`config.mk`:
```
export PLATFORM = sky130hd
export DESIGN_NAME = ivr_top
export DESIGN_NICKNAME = d
export VERILOG_FILES = /design/src/ivr_pkg.sv /design/src/ivr_top.sv /design/src/ivr_vector_map.sv
export SDC_FILE = /design/constraint.sdc
export NUM_CORES = 1
export LEC_CHECK = 0
export BUFFER_PORTS_ARGS = -buffer_cell sky130_fd_sc_hd__buf_4
export CAP_MARGIN = 25
export CORE_MARGIN = 5
export CORE_UTILIZATION = 35
export CTS_BUF_LIST = sky130_fd_sc_hd__clkbuf_4 sky130_fd_sc_hd__clkbuf_8
export DETAILED_ROUTE_END_ITERATION = 16
export GPL_TIMING_DRIVEN = 0
export PLACE_DENSITY = 0.7
export SYNTH_ARGS = -nofsm -noshare
export SYNTH_HDL_FRONTEND = slang
export SYNTH_SLANG_ARGS = --single-unit
```
`constraint.sdc`:
```
create_clock -name core_clk_i -period 3.6 [get_ports core_clk_i]
set_clock_uncertainty 0.05 [all_clocks]
set_input_delay 0.18 -clock core_clk_i [delete_from_list [all_inputs] [get_ports core_clk_i]]
set_output_delay 0.18 -clock core_clk_i [all_outputs]
set_load 0.05 [all_outputs]
```
`src/ivr_pkg.sv`:
```
// Constants, types and decode helpers for the interrupt vector relocation block.
// Assumes a 12-bit word-addressed program flash and Avalon-MM byte addressing.
package ivr_pkg;

   // Register map, byte addresses
   localparam int         ADDR_W         = 4;
   localparam logic [3:0] CTRL_OFS       = 4'h0;
   localparam logic [3:0] STAT_OFS       = 4'h4;

   // Control register fields
   localparam int         CTRL_UNLOCK_B  = 0;
   localparam int         CTRL_SEL_B     = 1;
   localparam int         CTRL_EXT0_B    = 6;
   localparam int         CTRL_EXT1_B    = 7;
   localparam logic [7:0] CTRL_RST       = 8'h00;

   // Status register fields
   localparam int         STAT_SEL_B     = 0;
   localparam int         STAT_SEQ_B     = 1;
   localparam int         STAT_LOCK_B    = 2;
   localparam int         STAT_BLOCK_B   = 3;

   // Timing, in core cycles
   localparam int         UNLOCK_WIN_CYC = 4;
   localparam int         HOLD_CYC       = 1;
   localparam int         CNT_W          = 3;

   // Flash geometry, in words
   localparam int          PC_W           = 12;
   localparam logic [12:0] FLASH_WORDS    = 13'h1000;
   localparam logic [12:0] BOOT_MIN_WORDS = 13'h0080;
   localparam logic [11:0] APP_RESET_ADDR = 12'h000;
   localparam logic [1:0]  BOOT_SIZE_FUSES_MAX     = 2'h3;

   typedef enum logic [2:0] {
      ST_IDLE = 3'b001,
      ST_OPEN = 3'b010,
      ST_HOLD = 3'b100
   } ivr_state_t;

   // Boot section start word from the boot-size fuses
   function automatic logic [PC_W-1:0] ivr_boot_base_f(input logic [1:0] sz);
      logic [12:0] words;
      words = BOOT_MIN_WORDS << (BOOT_SIZE_FUSES_MAX - sz);
      return 12'(FLASH_WORDS - words);
   endfunction : ivr_boot_base_f

endpackage : ivr_pkg

```
`src/ivr_top.sv`:
```
// Interrupt vector relocation: control register, timed unlock, dispatch gating.
// Assumes an Avalon-MM master, static fuse and lock inputs, and a core that
// offers the current program word address and the pending vector number.
`timescale 1ns/100ps
module ivr_top (
   // Clock, reset, enable
   input  wire logic                       core_clk_i,
   input  wire logic                       rst_i,
   input  wire logic                       ce_i,
   // Avalon-MM slave
   input  wire logic [ivr_pkg::ADDR_W-1:0] avs_address,
   input  wire logic                       avs_read,
   input  wire logic                       avs_write,
   input  wire logic [31:0]                avs_writedata,
   input  wire logic [3:0]                 avs_byteenable,
   output logic      [31:0]                avs_readdata,
   output logic                            avs_waitrequest,
   // Fuses and lock bits, zero means programmed
   input  wire logic                       boot_reset_fuse_i,
   input  wire logic [1:0]                 boot_size_fuses_i,
   input  wire logic                       app_side_boot_lock_i,
   input  wire logic                       boot_side_boot_lock_i,
   // Core side
   input  wire logic [ivr_pkg::PC_W-1:0]   pc_word_i,
   input  wire logic                       global_irq_enable_i,
   input  wire logic [4:0]                 irq_num_i,
   output logic                            irq_allow_o,
   output logic                            irq_block_o,
   output logic      [ivr_pkg::PC_W-1:0]   reset_addr_o,
   output logic      [ivr_pkg::PC_W-1:0]   vector_addr_o,
   // Stored external interrupt enables
   output logic                            ext_irq_zero_enable_o,
   output logic                            ext_irq_one_enable_o
);
   import ivr_pkg::*;

   // Bus handshake
   logic              req;
   logic              ack_d;
   logic              ack_q;
   logic              take;
   logic              wr_ctrl;
   logic [31:0]       rdata_d;
   logic [31:0]       rdata_q;

   // Control state
   ivr_state_t        state_d;
   ivr_state_t        state_q;
   logic [CNT_W-1:0]  cnt_d;
   logic [CNT_W-1:0]  cnt_q;
   logic              sel_d;
   logic              sel_q;
   logic              ext0_d;
   logic              ext0_q;
   logic              ext1_d;
   logic              ext1_q;
   logic              wr_unlock;
   logic              wr_select;

   // Gating
   logic [PC_W-1:0]   boot_base;
   logic              in_boot;
   logic              lock_gate;
   logic              seq_block;

   // One wait cycle, then the request is taken
   assign req             = avs_read | avs_write;
   assign take            = req & ack_q & ce_i;
   assign avs_waitrequest = req & ~(ack_q & ce_i);
   assign avs_readdata    = rdata_q;
   assign wr_ctrl         = take & avs_write & (avs_address == CTRL_OFS) & avs_byteenable[0];
   assign wr_unlock       = wr_ctrl & avs_writedata[CTRL_UNLOCK_B];
   assign wr_select       = wr_ctrl & ~avs_writedata[CTRL_UNLOCK_B] & (state_q == ST_OPEN);

   always_comb begin
      ack_d   = req & ~ack_q;
      rdata_d = rdata_q;
      if (req & ~ack_q & avs_read) begin
         rdata_d = 32'h0000_0000;
         case (avs_address)
            CTRL_OFS: begin
               rdata_d[CTRL_EXT1_B]   = ext1_q;
               rdata_d[CTRL_EXT0_B]   = ext0_q;
               rdata_d[CTRL_SEL_B]    = sel_q;
               rdata_d[CTRL_UNLOCK_B] = (state_q == ST_OPEN);
            end
            STAT_OFS: begin
               rdata_d[STAT_SEL_B]   = sel_q;
               rdata_d[STAT_SEQ_B]   = seq_block;
               rdata_d[STAT_LOCK_B]  = lock_gate;
               rdata_d[STAT_BLOCK_B] = irq_block_o;
            end
            default: rdata_d = 32'h0000_0000;
         endcase
      end
   end

   always_ff @(posedge core_clk_i) begin
      if (rst_i) begin
         ack_q   <= 1'b0;
         rdata_q <= 32'h0000_0000;
      end else if (ce_i) begin
         ack_q   <= ack_d;
         rdata_q <= rdata_d;
      end
   end

   // Unlock sequence
   always_comb begin
      state_d = state_q;
      cnt_d   = cnt_q;
      sel_d   = sel_q;
      ext0_d  = ext0_q;
      ext1_d  = ext1_q;
      if (wr_ctrl) begin
         ext0_d = avs_writedata[CTRL_EXT0_B];
         ext1_d = avs_writedata[CTRL_EXT1_B];
      end
      case (state_q)
         ST_IDLE: begin
            if (wr_unlock) begin
               state_d = ST_OPEN;
               cnt_d   = CNT_W'(UNLOCK_WIN_CYC - 1);
            end
         end
         ST_OPEN: begin
            if (wr_unlock) begin
               state_d = ST_OPEN;
               cnt_d   = CNT_W'(UNLOCK_WIN_CYC - 1);
            end else if (wr_select) begin
               sel_d   = avs_writedata[CTRL_SEL_B];
               state_d = ST_HOLD;
               cnt_d   = CNT_W'(HOLD_CYC - 1);
            end else if (cnt_q == '0) begin
               state_d = ST_IDLE;
            end else begin
               cnt_d = cnt_q - 1'b1;
            end
         end
         ST_HOLD: begin
            if (wr_unlock) begin
               state_d = ST_OPEN;
               cnt_d   = CNT_W'(UNLOCK_WIN_CYC - 1);
            end else if (cnt_q == '0) begin
               state_d = ST_IDLE;
            end else begin
               cnt_d = cnt_q - 1'b1;
            end
         end
         default: begin
            state_d = ST_IDLE;
            cnt_d   = '0;
         end
      endcase
   end

   always_ff @(posedge core_clk_i) begin
      if (rst_i) begin
         state_q <= ST_IDLE;
         cnt_q   <= '0;
         sel_q   <= CTRL_RST[CTRL_SEL_B];
         ext0_q  <= CTRL_RST[CTRL_EXT0_B];
         ext1_q  <= CTRL_RST[CTRL_EXT1_B];
      end else if (ce_i) begin
         state_q <= state_d;
         cnt_q   <= cnt_d;
         sel_q   <= sel_d;
         ext0_q  <= ext0_d;
         ext1_q  <= ext1_d;
      end
   end

   // Dispatch gating
   always_comb begin
      boot_base = ivr_boot_base_f(boot_size_fuses_i);
      in_boot   = (pc_word_i >= boot_base);
      seq_block = (state_q != ST_IDLE);
      lock_gate = (sel_q & ~app_side_boot_lock_i & ~in_boot)
                | (~sel_q & ~boot_side_boot_lock_i & in_boot);
   end

   assign irq_block_o = seq_block | lock_gate;
   // global flag passed through, never written
   assign irq_allow_o = global_irq_enable_i & ~irq_block_o;

   assign ext_irq_zero_enable_o = ext0_q;
   assign ext_irq_one_enable_o  = ext1_q;

   ivr_vector_map u_map (
      .core_clk_i            (core_clk_i),
      .rst_i                 (rst_i),
      .ce_i                  (ce_i),
      .vector_table_select_i (sel_q),
      .boot_reset_fuse_i     (boot_reset_fuse_i),
      .boot_size_fuses_i     (boot_size_fuses_i),
      .irq_num_i             (irq_num_i),
      .reset_addr_o          (reset_addr_o),
      .vector_addr_o         (vector_addr_o)
   );

   // Checks
   logic [CNT_W:0] open_age_q;
   logic           sel_ok_q;

   always_ff @(posedge core_clk_i) begin
      if (rst_i) begin
         open_age_q <= '0;
         sel_ok_q   <= 1'b0;
      end else if (ce_i) begin
         open_age_q <= (state_d == ST_OPEN && !wr_unlock && state_q == ST_OPEN)
                       ? open_age_q + 1'b1 : '0;
         sel_ok_q   <= wr_select;
      end
   end

   a_open_window: assert property (
      @(posedge core_clk_i) disable iff (rst_i)
      open_age_q < (CNT_W+1)'(UNLOCK_WIN_CYC))
      else $error("unlock bit held past its window");

   a_unlock_expire: assert property (
      @(posedge core_clk_i) disable iff (rst_i)
      (wr_unlock && ce_i) ##1 (ce_i && !wr_ctrl) [*4] |=> !seq_block)
      else $error("sequence block not released after four cycles");

   a_unlock_blocks: assert property (
      @(posedge core_clk_i) disable iff (rst_i)
      (wr_unlock && ce_i) |=> irq_block_o && !irq_allow_o)
      else $error("interrupts not blocked after unlock write");

   a_select_guard: assert property (
      @(posedge core_clk_i) disable iff (rst_i)
      $changed(sel_q) |-> sel_ok_q)
      else $error("select changed outside unlock sequence");

   a_select_hold: assert property (
      @(posedge core_clk_i) disable iff (rst_i)
      (wr_select && ce_i) |=> seq_block && state_q == ST_HOLD)
      else $error("block dropped at select write");

   a_gie_kept: assert property (
      @(posedge core_clk_i) disable iff (rst_i)
      (global_irq_enable_i && !irq_block_o) |-> irq_allow_o)
      else $error("global enable altered by gating");

   a_app_lock: assert property (
      @(posedge core_clk_i) disable iff (rst_i)
      (sel_q && !app_side_boot_lock_i && pc_word_i < boot_base) |-> !irq_allow_o)
      else $error("interrupt allowed from application with boot vectors locked");

   a_boot_lock: assert property (
      @(posedge core_clk_i) disable iff (rst_i)
      (!sel_q && !boot_side_boot_lock_i && pc_word_i >= boot_base) |-> !irq_allow_o)
      else $error("interrupt allowed from boot with app vectors locked");

   a_vec_app: assert property (
      @(posedge core_clk_i) disable iff (rst_i)
      (ce_i && !sel_q) |=> vector_addr_o == {7'h00, $past(irq_num_i)})
      else $error("vector not at flash start");

   a_vec_boot: assert property (
      @(posedge core_clk_i) disable iff (rst_i)
      (ce_i && sel_q && boot_size_fuses_i == 2'h0)
      |=> vector_addr_o == 12'hc00 + {7'h00, $past(irq_num_i)})
      else $error("vector not at boot start");

   a_reset_addr: assert property (
      @(posedge core_clk_i) disable iff (rst_i)
      (ce_i && boot_size_fuses_i == 2'h0)
      |=> reset_addr_o == ($past(boot_reset_fuse_i) ? 12'h000 : 12'hc00))
      else $error("reset address wrong for fuse setting");

   a_ctrl_middle: assert property (
      @(posedge core_clk_i) disable iff (rst_i)
      (take && avs_read && avs_address == CTRL_OFS) |-> avs_readdata[5:2] == 4'h0)
      else $error("unused control bits read nonzero");

   a_select_locked: assert property (
      @(posedge core_clk_i) disable iff (rst_i)
      (state_q != ST_OPEN) |=> $stable(sel_q))
      else $error("select changed with unlock window closed");

   a_window_close: assert property (
      @(posedge core_clk_i) disable iff (rst_i)
      (ce_i && state_q == ST_OPEN && cnt_q == '0 && !wr_ctrl) |=> state_q == ST_IDLE)
      else $error("unlock bit not cleared at end of window");

   a_hold_release: assert property (
      @(posedge core_clk_i) disable iff (rst_i)
      (ce_i && state_q == ST_HOLD && !wr_unlock) |=> !seq_block)
      else $error("block held past the following instruction");

   a_block_free: assert property (
      @(posedge core_clk_i) disable iff (rst_i)
      (state_q == ST_IDLE && !lock_gate) |-> !irq_block_o)
      else $error("block stuck with sequence idle");

endmodule : ivr_top

```
`src/ivr_vector_map.sv`:
```
// Registered reset address and vector fetch address generator.
// Assumes fuse inputs are static and the core samples outputs one cycle later.
`timescale 1ns/100ps
module ivr_vector_map (
   // Clock and reset
   input  wire logic                     core_clk_i,
   input  wire logic                     rst_i,
   input  wire logic                     ce_i,
   // Placement controls
   input  wire logic                     vector_table_select_i,
   input  wire logic                     boot_reset_fuse_i,
   input  wire logic [1:0]               boot_size_fuses_i,
   input  wire logic [4:0]               irq_num_i,
   // Addresses
   output logic      [ivr_pkg::PC_W-1:0] reset_addr_o,
   output logic      [ivr_pkg::PC_W-1:0] vector_addr_o
);
   import ivr_pkg::*;

   logic [PC_W-1:0] boot_base;
   logic [PC_W-1:0] reset_addr_d;
   logic [PC_W-1:0] reset_addr_q;
   logic [PC_W-1:0] vector_addr_d;
   logic [PC_W-1:0] vector_addr_q;

   always_comb begin
      boot_base = ivr_boot_base_f(boot_size_fuses_i);
      reset_addr_d = boot_reset_fuse_i ? APP_RESET_ADDR : boot_base;
      vector_addr_d = (vector_table_select_i ? boot_base : APP_RESET_ADDR)
                      + {{(PC_W-5){1'b0}}, irq_num_i};
   end

   always_ff @(posedge core_clk_i) begin
      if (rst_i) begin
         reset_addr_q  <= APP_RESET_ADDR;
         vector_addr_q <= APP_RESET_ADDR;
      end else if (ce_i) begin
         reset_addr_q  <= reset_addr_d;
         vector_addr_q <= vector_addr_d;
      end
   end

   assign reset_addr_o  = reset_addr_q;
   assign vector_addr_o = vector_addr_q;

endmodule : ivr_vector_map
```
=== Yosys cells after proc, flatten, opt, wreduce, memory -nomap -nowiden ===
Index checks and enable logic that the tools add are counted.

* Memories: 0
* Logic and storage cells: 73
* Output and inout port bits: 61
* Bits in writable memories: 0
* Bits in registers: 40
* Memory bits (read-only): 0
* Bits in latches: 0
* Input bits: 68

* Reduce and logical (&&, ||, !) cells: 6
* Multipliers: 0
* Add/sub/neg operators: 4
* Order comparisons: 1
* Div/mod/pow operators: 0
* Equal/unequal tests: 6
* Muxes and demuxes: 17
* Bitwise logic cells: 29
* Shift-type cells: 1

{| class="wikitable"
|+ Operators with widths
! operator !! count
|-
| 3-bit 2-to-1 mux || 10
|-
| 12-bit 2-to-1 mux || 2
|-
| 3-bit one-hot mux with 3 select lines || 2
|-
| 1-bit AND || 17
|-
| 12-bit by 5-bit adder with 12-bit output || 1
|-
| 12-bit >= comparator || 1
|-
| 8-bit by 2-bit left shift with 12-bit output, first input constant || 1
|-
| 1-bit by 12-bit subtractor with 12-bit output, first input constant || 1
|-
| 1-bit NOT || 9
|-
| 2-bit AND reduction || 3
|-
| 4-bit by 3-bit equality test with 1-bit output, second input constant || 1
|-
| 4-bit logical NOT || 1
|-
| 2-bit 2-to-1 mux || 2
|-
| 2-bit one-hot mux with 2 select lines || 1
|-
| 4-bit AND reduction || 1
|-
| 3-bit by 1-bit equality test with 1-bit output, second input constant || 1
|-
| 3-bit by 2-bit equality test with 1-bit output, second input constant || 1
|-
| 3-bit equality test, second input constant || 1
|-
| 3-bit logical NOT || 1
|-
| 3-bit by 1-bit != test with 1-bit output, second input constant || 1
|-
| 1-bit bitwise OR || 3
|-
| 3-bit by 1-bit subtractor with 3-bit output, second input constant || 1
|-
| 2-bit != test, second input constant || 1
|-
| 2-bit subtractor, first input constant || 1
|}

=== Longest topological paths before layout ===
Gate-level depths: netlist of run 1.

* Depth after elaboration: 11
* Gate-level depth with buffers: 8
* Gate-level depth less buffers: 7

=== Modules after synthesis ===
Synthesis of run 1 repeated with hierarchy kept, for this count alone.

* Cells, all modules: 209
* Area, all modules: 1786.7 µm²

{| class="wikitable"
|+ By module, submodules not included
! module !! cells each !! instances !! area an instance (µm²) !! sequential area each (µm²)
|-
| ivr_top || 144 || 1 || 1156.1 || 320.3
|-
| ivr_vector_map || 65 || 1 || 630.6 || 300.3
|}

=== Least setup slack after synthesis of run 1 ===
OpenSTA, ideal clock, no wires.

* Kind: in2out
* From: in boot_size_fuses_i[1]
* To: out irq_allow_o
* Data required time: 3.370 ns
* Stages: 8
* Data arrival time: 1.999 ns
* Slack: 1.371 ns
* Buffers on the path: 1
* Cell sequence: clkbuf_1 > nor2_1 > ha_1 > o211a_1 > o2bb2ai_1 > mux2_2 > nor2_1 > and2_1

* Word-level cells in the longest chain between the ends: 10
* Elaborated cells between the ends (all ways): 11
* Classes of those cells: add/sub: 2; order compare: 1; shift: 1; bitwise: 7

{| class="wikitable"
|+ RTL lines
! what !! RTL line !! RTL
|-
| start, declared || ivr_top.sv:20 || <nowiki>input wire logic [1:0] boot_size_fuses_i,</nowiki>
|-
| 2-bit subtractor * || ivr_pkg.sv:44 || <nowiki>words = BOOT_MIN_WORDS << (BOOT_SIZE_FUSES_MAX - sz);</nowiki>
|-
| 8-bit by 2-bit left shift with 12-bit output * || ivr_pkg.sv:44 ||
|-
| 1-bit by 12-bit subtractor with 12-bit output * || ivr_pkg.sv:45 || <nowiki>return 12'(FLASH_WORDS - words);</nowiki>
|-
| 12-bit >= comparator * || ivr_top.sv:176 || <nowiki>in_boot = (pc_word_i >= boot_base);</nowiki>
|-
| 1-bit NOT || ivr_top.sv:178 || <nowiki>lock_gate = (sel_q & ~app_side_boot_lock_i & ~in_boot)</nowiki>
|-
| 1-bit AND || ivr_top.sv:178 ||
|-
| 1-bit bitwise OR * || ivr_top.sv:179 || <nowiki>| (~sel_q & ~boot_side_boot_lock_i & in_boot);</nowiki>
|-
| 1-bit bitwise OR * || ivr_top.sv:182 || <nowiki>assign irq_block_o = seq_block | lock_gate;</nowiki>
|-
| 1-bit NOT * || ivr_top.sv:184 || <nowiki>assign irq_allow_o = global_irq_enable_i & ~irq_block_o;</nowiki>
|-
| 1-bit AND * || ivr_top.sv:184 ||
|-
| end, declared || ivr_top.sv:27 || <nowiki>output logic irq_allow_o,</nowiki>
|}

Every way passes the cells marked *; elsewhere a longest branch is shown, timed or not.

=== Worst setup path after layout of run 1 ===
Ends and elaborated chain as after synthesis.

==> reports/results.env, run 1 <==
MIN_PERIOD_OVER_PERIOD_PCT=65.98
FINAL_HOLD_VIOL_COUNT=0
FINAL_CELL_COUNT_NO_FILL=382
WORSTSETUPSTARTPOINTTYPE='primary input'
POWER_DENSITY_mW_PER_MM2=343.1
WL_PER_CELL_UM=12.05
GRT_REMAINING_OVERFLOW=0
WORST_MIN_PATH_CLASS='primary input to flop'
SETUP_VIOL_COUNT_FINAL=0
CTS_SINKS=31
DESIGN.FINAL.NETS=385
GRT.TOTAL_USAGE_PCT=14.15
SYNTH_AREA_LEADER_CELL='sky130_fd_sc_hd__dfxtp_1'
FINALHOLDWORSTSLACK_NS=0.04291
SYNTH.AVG_CELL_AREA_UM2=8.440
DESIGN.DIE.AREA_MM2=0.006752
WORST-PATH-MAX-FANOUT=8
SYNTH_ENABLE_FLOP_CELLS=0
AREAGROWTHSYNTHTOFINISH_PCT=38.71
CLKTRANSATPATHREGS_NS=0.07
FP.COREAREA_MM2=0.005075
DETAILROUTE.VIA_COUNT=1702
PLACEMENT_ROWS=26
SYN-INSTANCE-COUNT=216
CTS_INSERTED_BUFFERS=5
DRIVE_GT1_SHARE_PCT=34.29
START_UTIL_PCT=35.92
CTS_SETUP_BUFFERS=0
INSERTEDDIODECOUNT=0
CTS.HTREE.LEVELS=2
VERTICAL_DIE_DIMENSION_UM=82.17
IO_BUFFERS=53
YS_TYPES=53
TOTALNEGATIVESETUPSLACK_NS=0
GRT_ANTENNA_BEFORE_REPAIR=0
MAX_CLOCK_FREQ_MHz=421.0
CLK_LATENCY_NS=0.29
CELLINTERNALPOWER_mW=0.5591
DETAIL_ROUTE.WIRELENGTH_UM=4604
SLEW_VIOLATIONS=0
DRTANTENNAVIOLNETS=0
DP_CELLS=374
CRIT_TYPE='primary input to primary output'
VIAS_PER_CELL=4.455
DPL_WORST_SLACK_NS=1.213
CELL_AT_THE_ROOT_OF_THE_CLOCK_TREE='sky130_fd_sc_hd__clkbuf_8'
VDD.IR_DROP.WORST_mV=0.2699
POWER_SWITCHING_mW=0.3086
ARRIVAL_NS=2.15
POSTSYNTH.TOPFLOPCELL='sky130_fd_sc_hd__dfxtp_1'
RUN_STATUS='finished, final reports clean'
MAX_CAP_VIOL_COUNT=0
UNREPAIRED_SETUP_ENDPOINTS_AFTER_GLOBAL_ROUTING='no'
PERIOD_NEEDED_NS=2.375
SYNTH_ASYNC_SR_FLOP_SHARE_PCT=0
SYNTH.YOSYS.SEQ_AREA_SHARE_PCT=34.04
P_SEQ_SHARE_PCT=41.0
PIN_COUNT=129
CLOCK_POWER_SHARE_PCT=32.0
FIRST_PASS_ITERS=4
POWER_SWITCHING_SHARE_PCT=35.56
WORSTMARGINPINSLEW_NS=0.6611
FILLCELLCOUNT=513
SYNTH_AREA_MM2=0.001823
CTSHOLDBUFFERS=0
COMBINATIONALPOWERSHARE_PCT=27.0
VIAS_IN_THE_FIRST_GLOBAL_ROUTE=1630
DP_HPWL_UM=3657
TOTAL_POWER_mW=0.8677
DETAILED_PLACE.AREA_MM2=0.002440
DETAIL_ROUTE.ITER0.VIOLATIONS=52
CTSRESIZECOUNT=0
DIEWIDTH_UM=82.17
LEAK_PWR_nW=1.207
TRITONCTS='yes'
LAYOUT_COMMON_CELLS='89 x sky130_fd_sc_hd__buf_4, 36 x sky130_fd_sc_hd__conb_1, 31 x sky130_fd_sc_hd__dfxtp_1'
SYNTH_TOP_CELL_AREA_SHARE_PCT=34.04
LAYOUT.CELL_AREA.NON_FILLER_MM2=0.002529
CRITPATHREQUIREDTIME_NS=3.37
GRT_PASS1_WL_UM=7362
PLACE.GP.CONGESTION=0.7978
SYNTH-SEQ-CELLS=31
MAX-CLOCK-PATH-BUFFERS=2
GRT_START_MAX_NET_PINS=12
TOP_CELLS_BY_AREA_IN_THE_SYNTHESIZED_NETLIST='sky130_fd_sc_hd__dfxtp_1 34%, sky130_fd_sc_hd__buf_4 15%, sky130_fd_sc_hd__nor2_1 5.6%'
CRITICAL_PATH.ENDPOINT_TYPE='primary output'
MAXSLEWHEADROOM_PCT=55.92
DRC_ERRORS=0
POST_ROUTE_SETUP_SLACK_NS=1.225
SYNTH_WARNINGS=0
LAYOUT.CELLS.MOST_COMMON='sky130_fd_sc_hd__buf_4'
FINAL_CORE_UTIL_PCT=49.83
## critical path, cell delays in order
cell                        delay, ns
sky130_fd_sc_hd__clkbuf_1        0.26
sky130_fd_sc_hd__nor2_1          0.12
sky130_fd_sc_hd__ha_1            0.28
sky130_fd_sc_hd__o211a_1         0.20
sky130_fd_sc_hd__o2bb2ai_1       0.17
sky130_fd_sc_hd__mux2_2          0.38
sky130_fd_sc_hd__nor2_1          0.19
sky130_fd_sc_hd__and2_1          0.17
sky130_fd_sc_hd__buf_4           0.19
## cells in the mapped netlist (3+ instances only)
cell	number
sky130_fd_sc_hd__nand3b_1	4
sky130_fd_sc_hd__nor3_1	5
sky130_fd_sc_hd__nand2_1	17
sky130_fd_sc_hd__inv_1	4
sky130_fd_sc_hd__mux2i_1	8
sky130_fd_sc_hd__a22oi_1	5
sky130_fd_sc_hd__nor2_1	27
sky130_fd_sc_hd__a21oi_1	14
sky130_fd_sc_hd__dfxtp_1	31
sky130_fd_sc_hd__nand3_1	3
sky130_fd_sc_hd__ha_1	6
sky130_fd_sc_hd__nand2b_1	3
sky130_fd_sc_hd__buf_4	36
sky130_fd_sc_hd__nand4_1	3
sky130_fd_sc_hd__clkbuf_1	7
## layer usage
layer  GRT usage (%)  vias to the layer above  wire length, µm
li1                -                      869                -
met1           15.65                      754             1878
met2           24.47                       74             2164
met3           4.555                        5              502
met4           6.645                        0               59
met5               0                        -                0
## power groups by stage
stage	logic [mW]	registers (mW)	clock network [mW]
final	0.235	0.356	0.277
after global placement	0.231	0.363	0
after global routing	0.250	0.356	0.296
after detailed placement	0.233	0.363	0
after floorplan	0.156	0.386	0
after CTS	0.233	0.356	0.285
## cell families (layout without fill, tap and decap cells)
family | after synthesis | count (layout) | synth area share [%]
fa+ha+maj | 6 | 6 | 4.118
xor+xnor | 2 | 2 | 0.9611
simple gates | 78 | 78 | 22.86
other cells | 1 | 36 | 0.2057
mux | 9 | 9 | 5.010
buf+inv | 50 | 111 | 17.78
flops | 31 | 31 | 34.04
compound gates | 39 | 39 | 15.03
## final cells by class
| type | count | area [µm²] | area share (%) |
|---|---|---|---|
| Multi-Input combinational cell | 170 | 1010 | 39.93 |
| Sequential cell | 31 | 620.6 | 24.54 |
| Timing Repair Buffer | 53 | 397.9 | 15.73 |
| Buffer | 45 | 305.3 | 12.07 |
| Tap cell | 70 | 87.58 | 3.464 |
| Clock buffer | 5 | 68.82 | 2.721 |
| Clock inverter | 3 | 20.02 | 0.7917 |
| Inverter | 5 | 18.77 | 0.7422 |
## path summary, 6_finish.rpt
check | start | endpoint | slack (ns) | cells after the start
setup / recovery | boot_size_fuses_i[1] | irq_allow_o | 1.22 | 9
hold reg to reg | u_map.vector_addr_o[11]$_SDFFE_PP0P_ | u_map.vector_addr_o[11]$_SDFFE_PP0P_ | 0.41 | 2
hold / removal | rst_i | avs_readdata[3]$_SDFFE_PP0P_ | 0.04 | 2
setup reg to reg | state_q[0]$_SDFFE_PP1P_ | cnt_q[1]$_SDFFE_PP0P_ | 1.78 | 5
## flip-flops by register name, summed over array words and instances, names as in the netlist
register / count
cnt_q: 3
u_map.vector_addr_o: 10
sel_q: 1
ext_irq_one_enable_o: 1
u_map.reset_addr_o: 5
state_q: 3
ack_q: 1
avs_readdata: 6
ext_irq_zero_enable_o: 1
Power figures use the tool's default switching activity.
==> run 2: changes to the inputs <==
Settings changed: PLACE_DENSITY 0.7 to 0.73.
Clock period 3.6 ns to 2 ns, I/O delays scaled along.
==> reports/results.env, run 2 (synthesized netlist as in run 1, its figures left out) <==
CLK_LATENCY_NS=0.28
CELL_AT_THE_ROOT_OF_THE_CLOCK_TREE='sky130_fd_sc_hd__clkbuf_8'
FIRST_PASS_ITERS=6
CLKTRANSATPATHREGS_NS=0.07
CRIT_TYPE='primary input to primary output'
PLACE.GP.CONGESTION=0.8148
RUN_STATUS='finished, final reports clean'
TOTALNEGATIVESETUPSLACK_NS=0
LAYOUT.CELL_AREA.NON_FILLER_MM2=0.002584
SLEW_VIOLATIONS=0
TRITONCTS='yes'
GRT_ANTENNA_BEFORE_REPAIR=0
SETUP_VIOL_COUNT_FINAL=0
MAX_CLOCK_FREQ_MHz=528.1
WORSTSETUPSTARTPOINTTYPE='primary input'
DESIGN.FINAL.NETS=388
DETAILED_PLACE.AREA_MM2=0.002441
FINAL_CORE_UTIL_PCT=50.91
GRT_PASS1_WL_UM=7548
LAYOUT.CELLS.MOST_COMMON='sky130_fd_sc_hd__buf_4'
DRIVE_GT1_SHARE_PCT=35.35
DETAIL_ROUTE.WIRELENGTH_UM=4594
MIN_PERIOD_OVER_PERIOD_PCT=94.68
CRIT_PATH_END='irq_allow_o'
POWER_DENSITY_mW_PER_MM2=612.2
VERTICAL_DIE_DIMENSION_UM=82.17
TIMING.RR.END='cnt_q[1]$_SDFFE_PP0P_'
CTS.HTREE.LEVELS=2
IO_BUFFERS=53
SETUP.WORST_PATH.START='boot_size_fuses_i[1]'
R2R-START='cnt_q[0]$_SDFFE_PP0P_'
CRITICAL_PATH.ENDPOINT_TYPE='primary output'
LARGEST_REG_FLOPS=10
WORST-PATH-MAX-FANOUT=8
VIAS_PER_CELL=4.396
DRC_ERRORS=0
INSERTEDDIODECOUNT=0
DP_CELLS=374
MAX_CAP_VIOL_COUNT=0
PERIOD_NEEDED_NS=1.894
START_UTIL_PCT=35.92
MAXSLEWHEADROOM_PCT=60.87
CTS_SETUP_BUFFERS=0
GRT_REMAINING_OVERFLOW=0
FINAL_HOLD_VIOL_COUNT=0
CTS_SINKS=31
CRITPATHREQUIREDTIME_NS=1.85
GRT_START_MAX_NET_PINS=11
FINAL_CELL_COUNT_NO_FILL=384
PIN_COUNT=129
ARRIVAL_NS=1.74
LEAK_PWR_nW=1.239
WL_PER_CELL_UM=11.96
WORST_MIN_PATH_CLASS='primary input to flop'
DESIGN.DIE.AREA_MM2=0.006752
DETAIL_ROUTE.ITER0.VIOLATIONS=57
VIAS_IN_THE_FIRST_GLOBAL_ROUTE=1655
UNREPAIRED_SETUP_ENDPOINTS_AFTER_GLOBAL_ROUTING='no'
PLACEMENT_ROWS=26
GRT.TOTAL_USAGE_PCT=14.36
DRTANTENNAVIOLNETS=0
AREAGROWTHSYNTHTOFINISH_PCT=41.73
VDD.IR_DROP.WORST_mV=0.5414
CTS_INSERTED_BUFFERS=5
DP_HPWL_UM=3673
WORSTMARGINPINSLEW_NS=0.5870
LAYOUT_COMMON_CELLS='88 x sky130_fd_sc_hd__buf_4, 36 x sky130_fd_sc_hd__conb_1, 31 x sky130_fd_sc_hd__dfxtp_1'
DETAILROUTE.VIA_COUNT=1688
MAX-CLOCK-PATH-BUFFERS=2
FF2FF_SETUP_SLACK_NS=0.15
REG2REG_DEPTH=7
TOTAL_POWER_mW=1.582
DIEWIDTH_UM=82.17
FP.COREAREA_MM2=0.005075
[run 2: cell count changes in the layout (fill, tap and decap cells not counted), sizes merged]
cell / before / now
dlygate4sd3: 0 / 3
clkbuf: 12 / 13
clkinvlp: 2 / 0
[run 2: what timing repair did]
| action | 4_1_cts | 5_1_grt |
|---|---|---|
| gates resized for setup | 6 | 1 |
| hold buffers | 3 | 0 |
| hold endpoints to repair | 3 | 0 |
| setup endpoints to repair | 2 | 1 |
| pin swaps | 0 | 2 |
[run 2: worst max-delay path: stages]
cell and delay, ns:
sky130_fd_sc_hd__clkbuf_2 0.14, sky130_fd_sc_hd__nor2_2 0.12, sky130_fd_sc_hd__ha_1 0.24, sky130_fd_sc_hd__o211a_1 0.22, sky130_fd_sc_hd__o2bb2ai_2 0.15, sky130_fd_sc_hd__mux2_4 0.34, sky130_fd_sc_hd__nor2_4 0.11, sky130_fd_sc_hd__and2_2 0.16
sky130_fd_sc_hd__buf_6 0.15
[run 2: final cells by class]
| cell class | instances | area (µm²) |
|---|---|---|
| Timing Repair Buffer | 56 | 431.7 |
| Clock buffer | 6 | 82.58 |
| Multi-Input combinational cell | 170 | 1031 |
| Buffer | 45 | 306.5 |
| Fill cell | 502 | 2491 |
| Tap cell | 70 | 87.58 |
| Sequential cell | 31 | 620.6 |
| Clock inverter | 1 | 5.005 |
| Inverter | 5 | 18.77 |
[run 2: per-stage QoR]
| step | hold WS [ns] | setup slack [ns] |
|---|---|---|
| 6_report | 0.003957 | 0.1064 |
| 5_1_grt | 0.02011 | 0.003054 |
| 4_1_cts | 0.0004794 | 0.007744 |
| 3_5_place_dp | 0.2795 | -0.2711 |
| 3_3_place_gp | 0.2724 | -0.2302 |
| 2_1_floorplan | 0.1513 | 0.05757 |
[run 2: worst min-delay path by stage]
stage / end / depth (start not counted) / from
6_report: u_map.vector_addr_o[0]$_SDFFE_PP0P_ / 3 / irq_num_i[0]
5_1_grt: u_map.vector_addr_o[3]$_SDFFE_PP0P_ / 3 / irq_num_i[3]
4_1_cts: u_map.vector_addr_o[4]$_SDFFE_PP0P_ / 3 / irq_num_i[4]
3_5_place_dp: avs_readdata[3]$_SDFFE_PP0P_ / 2 / rst_i
3_3_place_gp: avs_readdata[3]$_SDFFE_PP0P_ / 2 / rst_i
2_1_floorplan: avs_readdata[3]$_SDFFE_PP0P_ / 1 / rst_i
[run 2: where the power goes]
| part | switching (mW) | total (mW) | internal, mW |
|---|---|---|---|
| sequential | 0.00849 | 0.640 | 0.631 |
| combinational | 0.292 | 0.434 | 0.142 |
| clock | 0.239 | 0.508 | 0.270 |
[run 2: per-layer routing]
layer  vias up  share of wire, %  track usage, %
met5         -                 0               0
met4         0               1.0           4.485
met3         4                10           5.315
met2        70                49           25.44
met1       739                40           15.88
li1        875                 -               -
==> run 3: changes to the inputs <==
--- a/config.mk
+++ b/config.mk
@@ -14,3 +14,3 @@
 export GPL_TIMING_DRIVEN = 0
-export PLACE_DENSITY = 0.73
+export PLACE_DENSITY = 0.7
 export SYNTH_ARGS = -nofsm -noshare
==> constraint.sdc (replaced) <==
create_clock -name core_clk_i -period 2.2 [get_ports core_clk_i]
set_clock_uncertainty 0.05 [all_clocks]
set_input_delay 0.11 -clock core_clk_i [delete_from_list [all_inputs] [get_ports core_clk_i]]
set_output_delay 0.11 -clock core_clk_i [all_outputs]
set_load 0.1 [all_outputs]
==> reports/results.env, run 3 (synthesized netlist as in run 1, its figures left out) <==
GRT.TOTAL_USAGE_PCT=14.05
CRIT_PATH_END='irq_allow_o'
TIMING.CRITICAL_PATH.BUF_INV=2
DRTANTENNAVIOLNETS=0
WL_PER_CELL_UM=11.86
CTS_SINKS=31
RUN_STATUS='finished, final reports clean'
PLACEMENT_ROWS=26
PLACE.GP.CONGESTION=0.8259
PIN_COUNT=129
R2R-START='state_q[0]$_SDFFE_PP1P_'
LAYOUT_COMMON_CELLS='88 x sky130_fd_sc_hd__buf_4, 36 x sky130_fd_sc_hd__conb_1, 31 x sky130_fd_sc_hd__dfxtp_1'
DESIGN.DIE.AREA_MM2=0.006752
CRITICAL_PATH.ENDPOINT_TYPE='primary output'
VIAS_IN_THE_FIRST_GLOBAL_ROUTE=1665
DETAIL_ROUTE.WIRELENGTH_UM=4541
MAXSLEWHEADROOM_PCT=60.04
WORST_PATH_MAX_DELAY_CELL='sky130_fd_sc_hd__mux2_2'
SETUP_VIOL_COUNT_FINAL=0
WORSTSETUPPATHDEPTH=9
CPPEAKSTAGEDELAY_NS=0.38
DIEWIDTH_UM=82.17
WORST-PATH-MAX-FANOUT=8
DESIGN.FINAL.NETS=386
UNREPAIRED_SETUP_ENDPOINTS_AFTER_GLOBAL_ROUTING='no'
CTS_INSERTED_BUFFERS=5
FILLCELLCOUNT=517
GRT_START_MAX_NET_PINS=11
FF2FF_SETUP_SLACK_NS=0.39
DRC_ERRORS=0
DETAILROUTE.VIA_COUNT=1722
AREAGROWTHSYNTHTOFINISH_PCT=40.43
REG2REG_DEPTH=5
CTS.HTREE.LEVELS=2
FINALHOLDWORSTSLACK_NS=0.01022
SLEW_VIOLATIONS=0
CRITPATHMOSTFREQUENTCELL='sky130_fd_sc_hd__nor2_2'
FINAL_HOLD_VIOL_COUNT=0
FIRST_PASS_ITERS=4
VDD.IR_DROP.WORST_mV=0.5173
VERTICAL_DIE_DIMENSION_UM=82.17
GRT_REMAINING_OVERFLOW=0
INSERTEDDIODECOUNT=0
CRIT_TYPE='primary input to primary output'
LEAK_PWR_nW=1.229
DP_CELLS=374
FINAL_CORE_UTIL_PCT=50.44
WORSTSETUPSTARTPOINTTYPE='primary input'
SETUP.WORST_PATH.START='boot_size_fuses_i[1]'
MAX_CAP_VIOL_COUNT=0
DP_HPWL_UM=3581
PERIOD_NEEDED_NS=2.084
MAX_CLOCK_FREQ_MHz=479.8
GRT_PASS1_WL_UM=7348
FINAL_CELL_COUNT_NO_FILL=383
CELL_AT_THE_ROOT_OF_THE_CLOCK_TREE='sky130_fd_sc_hd__clkbuf_8'
CRITICAL_PATH.CELL_CHAIN='clkbuf_2 > nor2_2 > ha_1 > o211a_1 > o2bb2ai_2 > mux2_2 > nor2_2 > and2_2 > buf_8'
DRIVE_GT1_SHARE_PCT=35.78
CLKTRANSATPATHREGS_NS=0.06
TIMING.RR.END='cnt_q[1]$_SDFFE_PP0P_'
AREA.SEQUENTIAL_UM2=620.6
TRITONCTS='yes'
CRITPATHREQUIREDTIME_NS=2.04
CTS_SETUP_BUFFERS=0
LAYOUT.CELLS.MOST_COMMON='sky130_fd_sc_hd__buf_4'
ARRIVAL_NS=1.92
GRT_ANTENNA_BEFORE_REPAIR=0
WORST_MIN_PATH_CLASS='primary input to flop'
CLK_LATENCY_NS=0.28
MIN_PERIOD_OVER_PERIOD_PCT=94.75
VIAS_PER_CELL=4.496
CP_TOP_FAMILY='simple AND/OR/NAND/NOR gates'
WORSTMARGINPINSLEW_NS=0.5993
DETAIL_ROUTE.ITER0.VIOLATIONS=54
FP.COREAREA_MM2=0.005075
LARGEST_REG_FLOPS=10
MAX-CLOCK-PATH-BUFFERS=2
MULTI_INPUT_COMB_AREA_MM2=0.001022
POWER_DENSITY_mW_PER_MM2=629.7
START_UTIL_PCT=35.92
IO_BUFFERS=53
[run 3: cell count changes in the layout (fill, tap and decap cells not counted), sizes merged]
cell         before  now
clkbuf           13   14
dlygate4sd3       3    1
[run 3: what timing repair did]
action,in CTS,in global routing
endpoints found under the setup margin,1,2
hold buffers,1,0
pin swaps,0,0
cloned,0,0
resized for setup,2,4
hold endpoints to repair,1,0
[run 3: metrics by stage]
step,area [µm²],setup slack [ns],TNS [ns],total power [mW]
after floorplan,1956,0.04055,0,1.074
after global placement,2441,-0.1723,-0.1856,1.159
after detailed placement,2441,-0.1266,-0.1266,1.161
after CTS,2545,0.01870,0,1.619
after global routing,2560,0.007104,0,1.676
final,2560,0.1156,0,1.612
[run 3: cell type report]
| type | instances | area share [%] |
|---|---|---|
| Clock buffer | 7 | 3.275 |
| Clock inverter | 1 | 0.1955 |
| Sequential cell | 31 | 24.24 |
| Timing Repair Buffer | 54 | 16.23 |
| Multi-Input combinational cell | 170 | 39.93 |
| Tap cell | 70 | 3.421 |
| Buffer | 45 | 11.97 |
| Inverter | 5 | 0.7331 |
[run 3: tightest hold or removal path: stages]
cell and delay [ns]:
sky130_fd_sc_hd__buf_4 0.07, sky130_fd_sc_hd__mux2i_1 0.05, sky130_fd_sc_hd__nor2_1 0.07
[run 3: worst min-delay path by stage]
stage,slack [ns],endpoint,start,cells past startpoint
after floorplan,0.16,avs_readdata[3]$_SDFFE_PP0P_,rst_i,1
after global placement,0.28,avs_readdata[3]$_SDFFE_PP0P_,rst_i,2
after detailed placement,0.28,avs_readdata[3]$_SDFFE_PP0P_,rst_i,2
after CTS,0.005,u_map.vector_addr_o[1]$_SDFFE_PP0P_,irq_num_i[1],3
after global routing,0.02,u_map.vector_addr_o[1]$_SDFFE_PP0P_,irq_num_i[1],3
final,0.01,u_map.vector_addr_o[1]$_SDFFE_PP0P_,irq_num_i[1],3
[run 3: routing by layer]
layer,up-vias,wire (µm),track usage (%),share of wire (%)
met3,8,481,5.423,11
met2,76,2169,24.96,48
met1,765,1816,15.03,40
li1,873,-,-,-
met4,0,74,5.150,1.6
met5,-,0,0,0
[run 3: where the power goes]
group	internal, mW	switching, mW	leakage, nW
Combinational	0.126	0.452	0.928
Sequential	0.574	0.00800	0.252
Clock	0.246	0.206	0.0491
Total	0.946	0.666	1.23
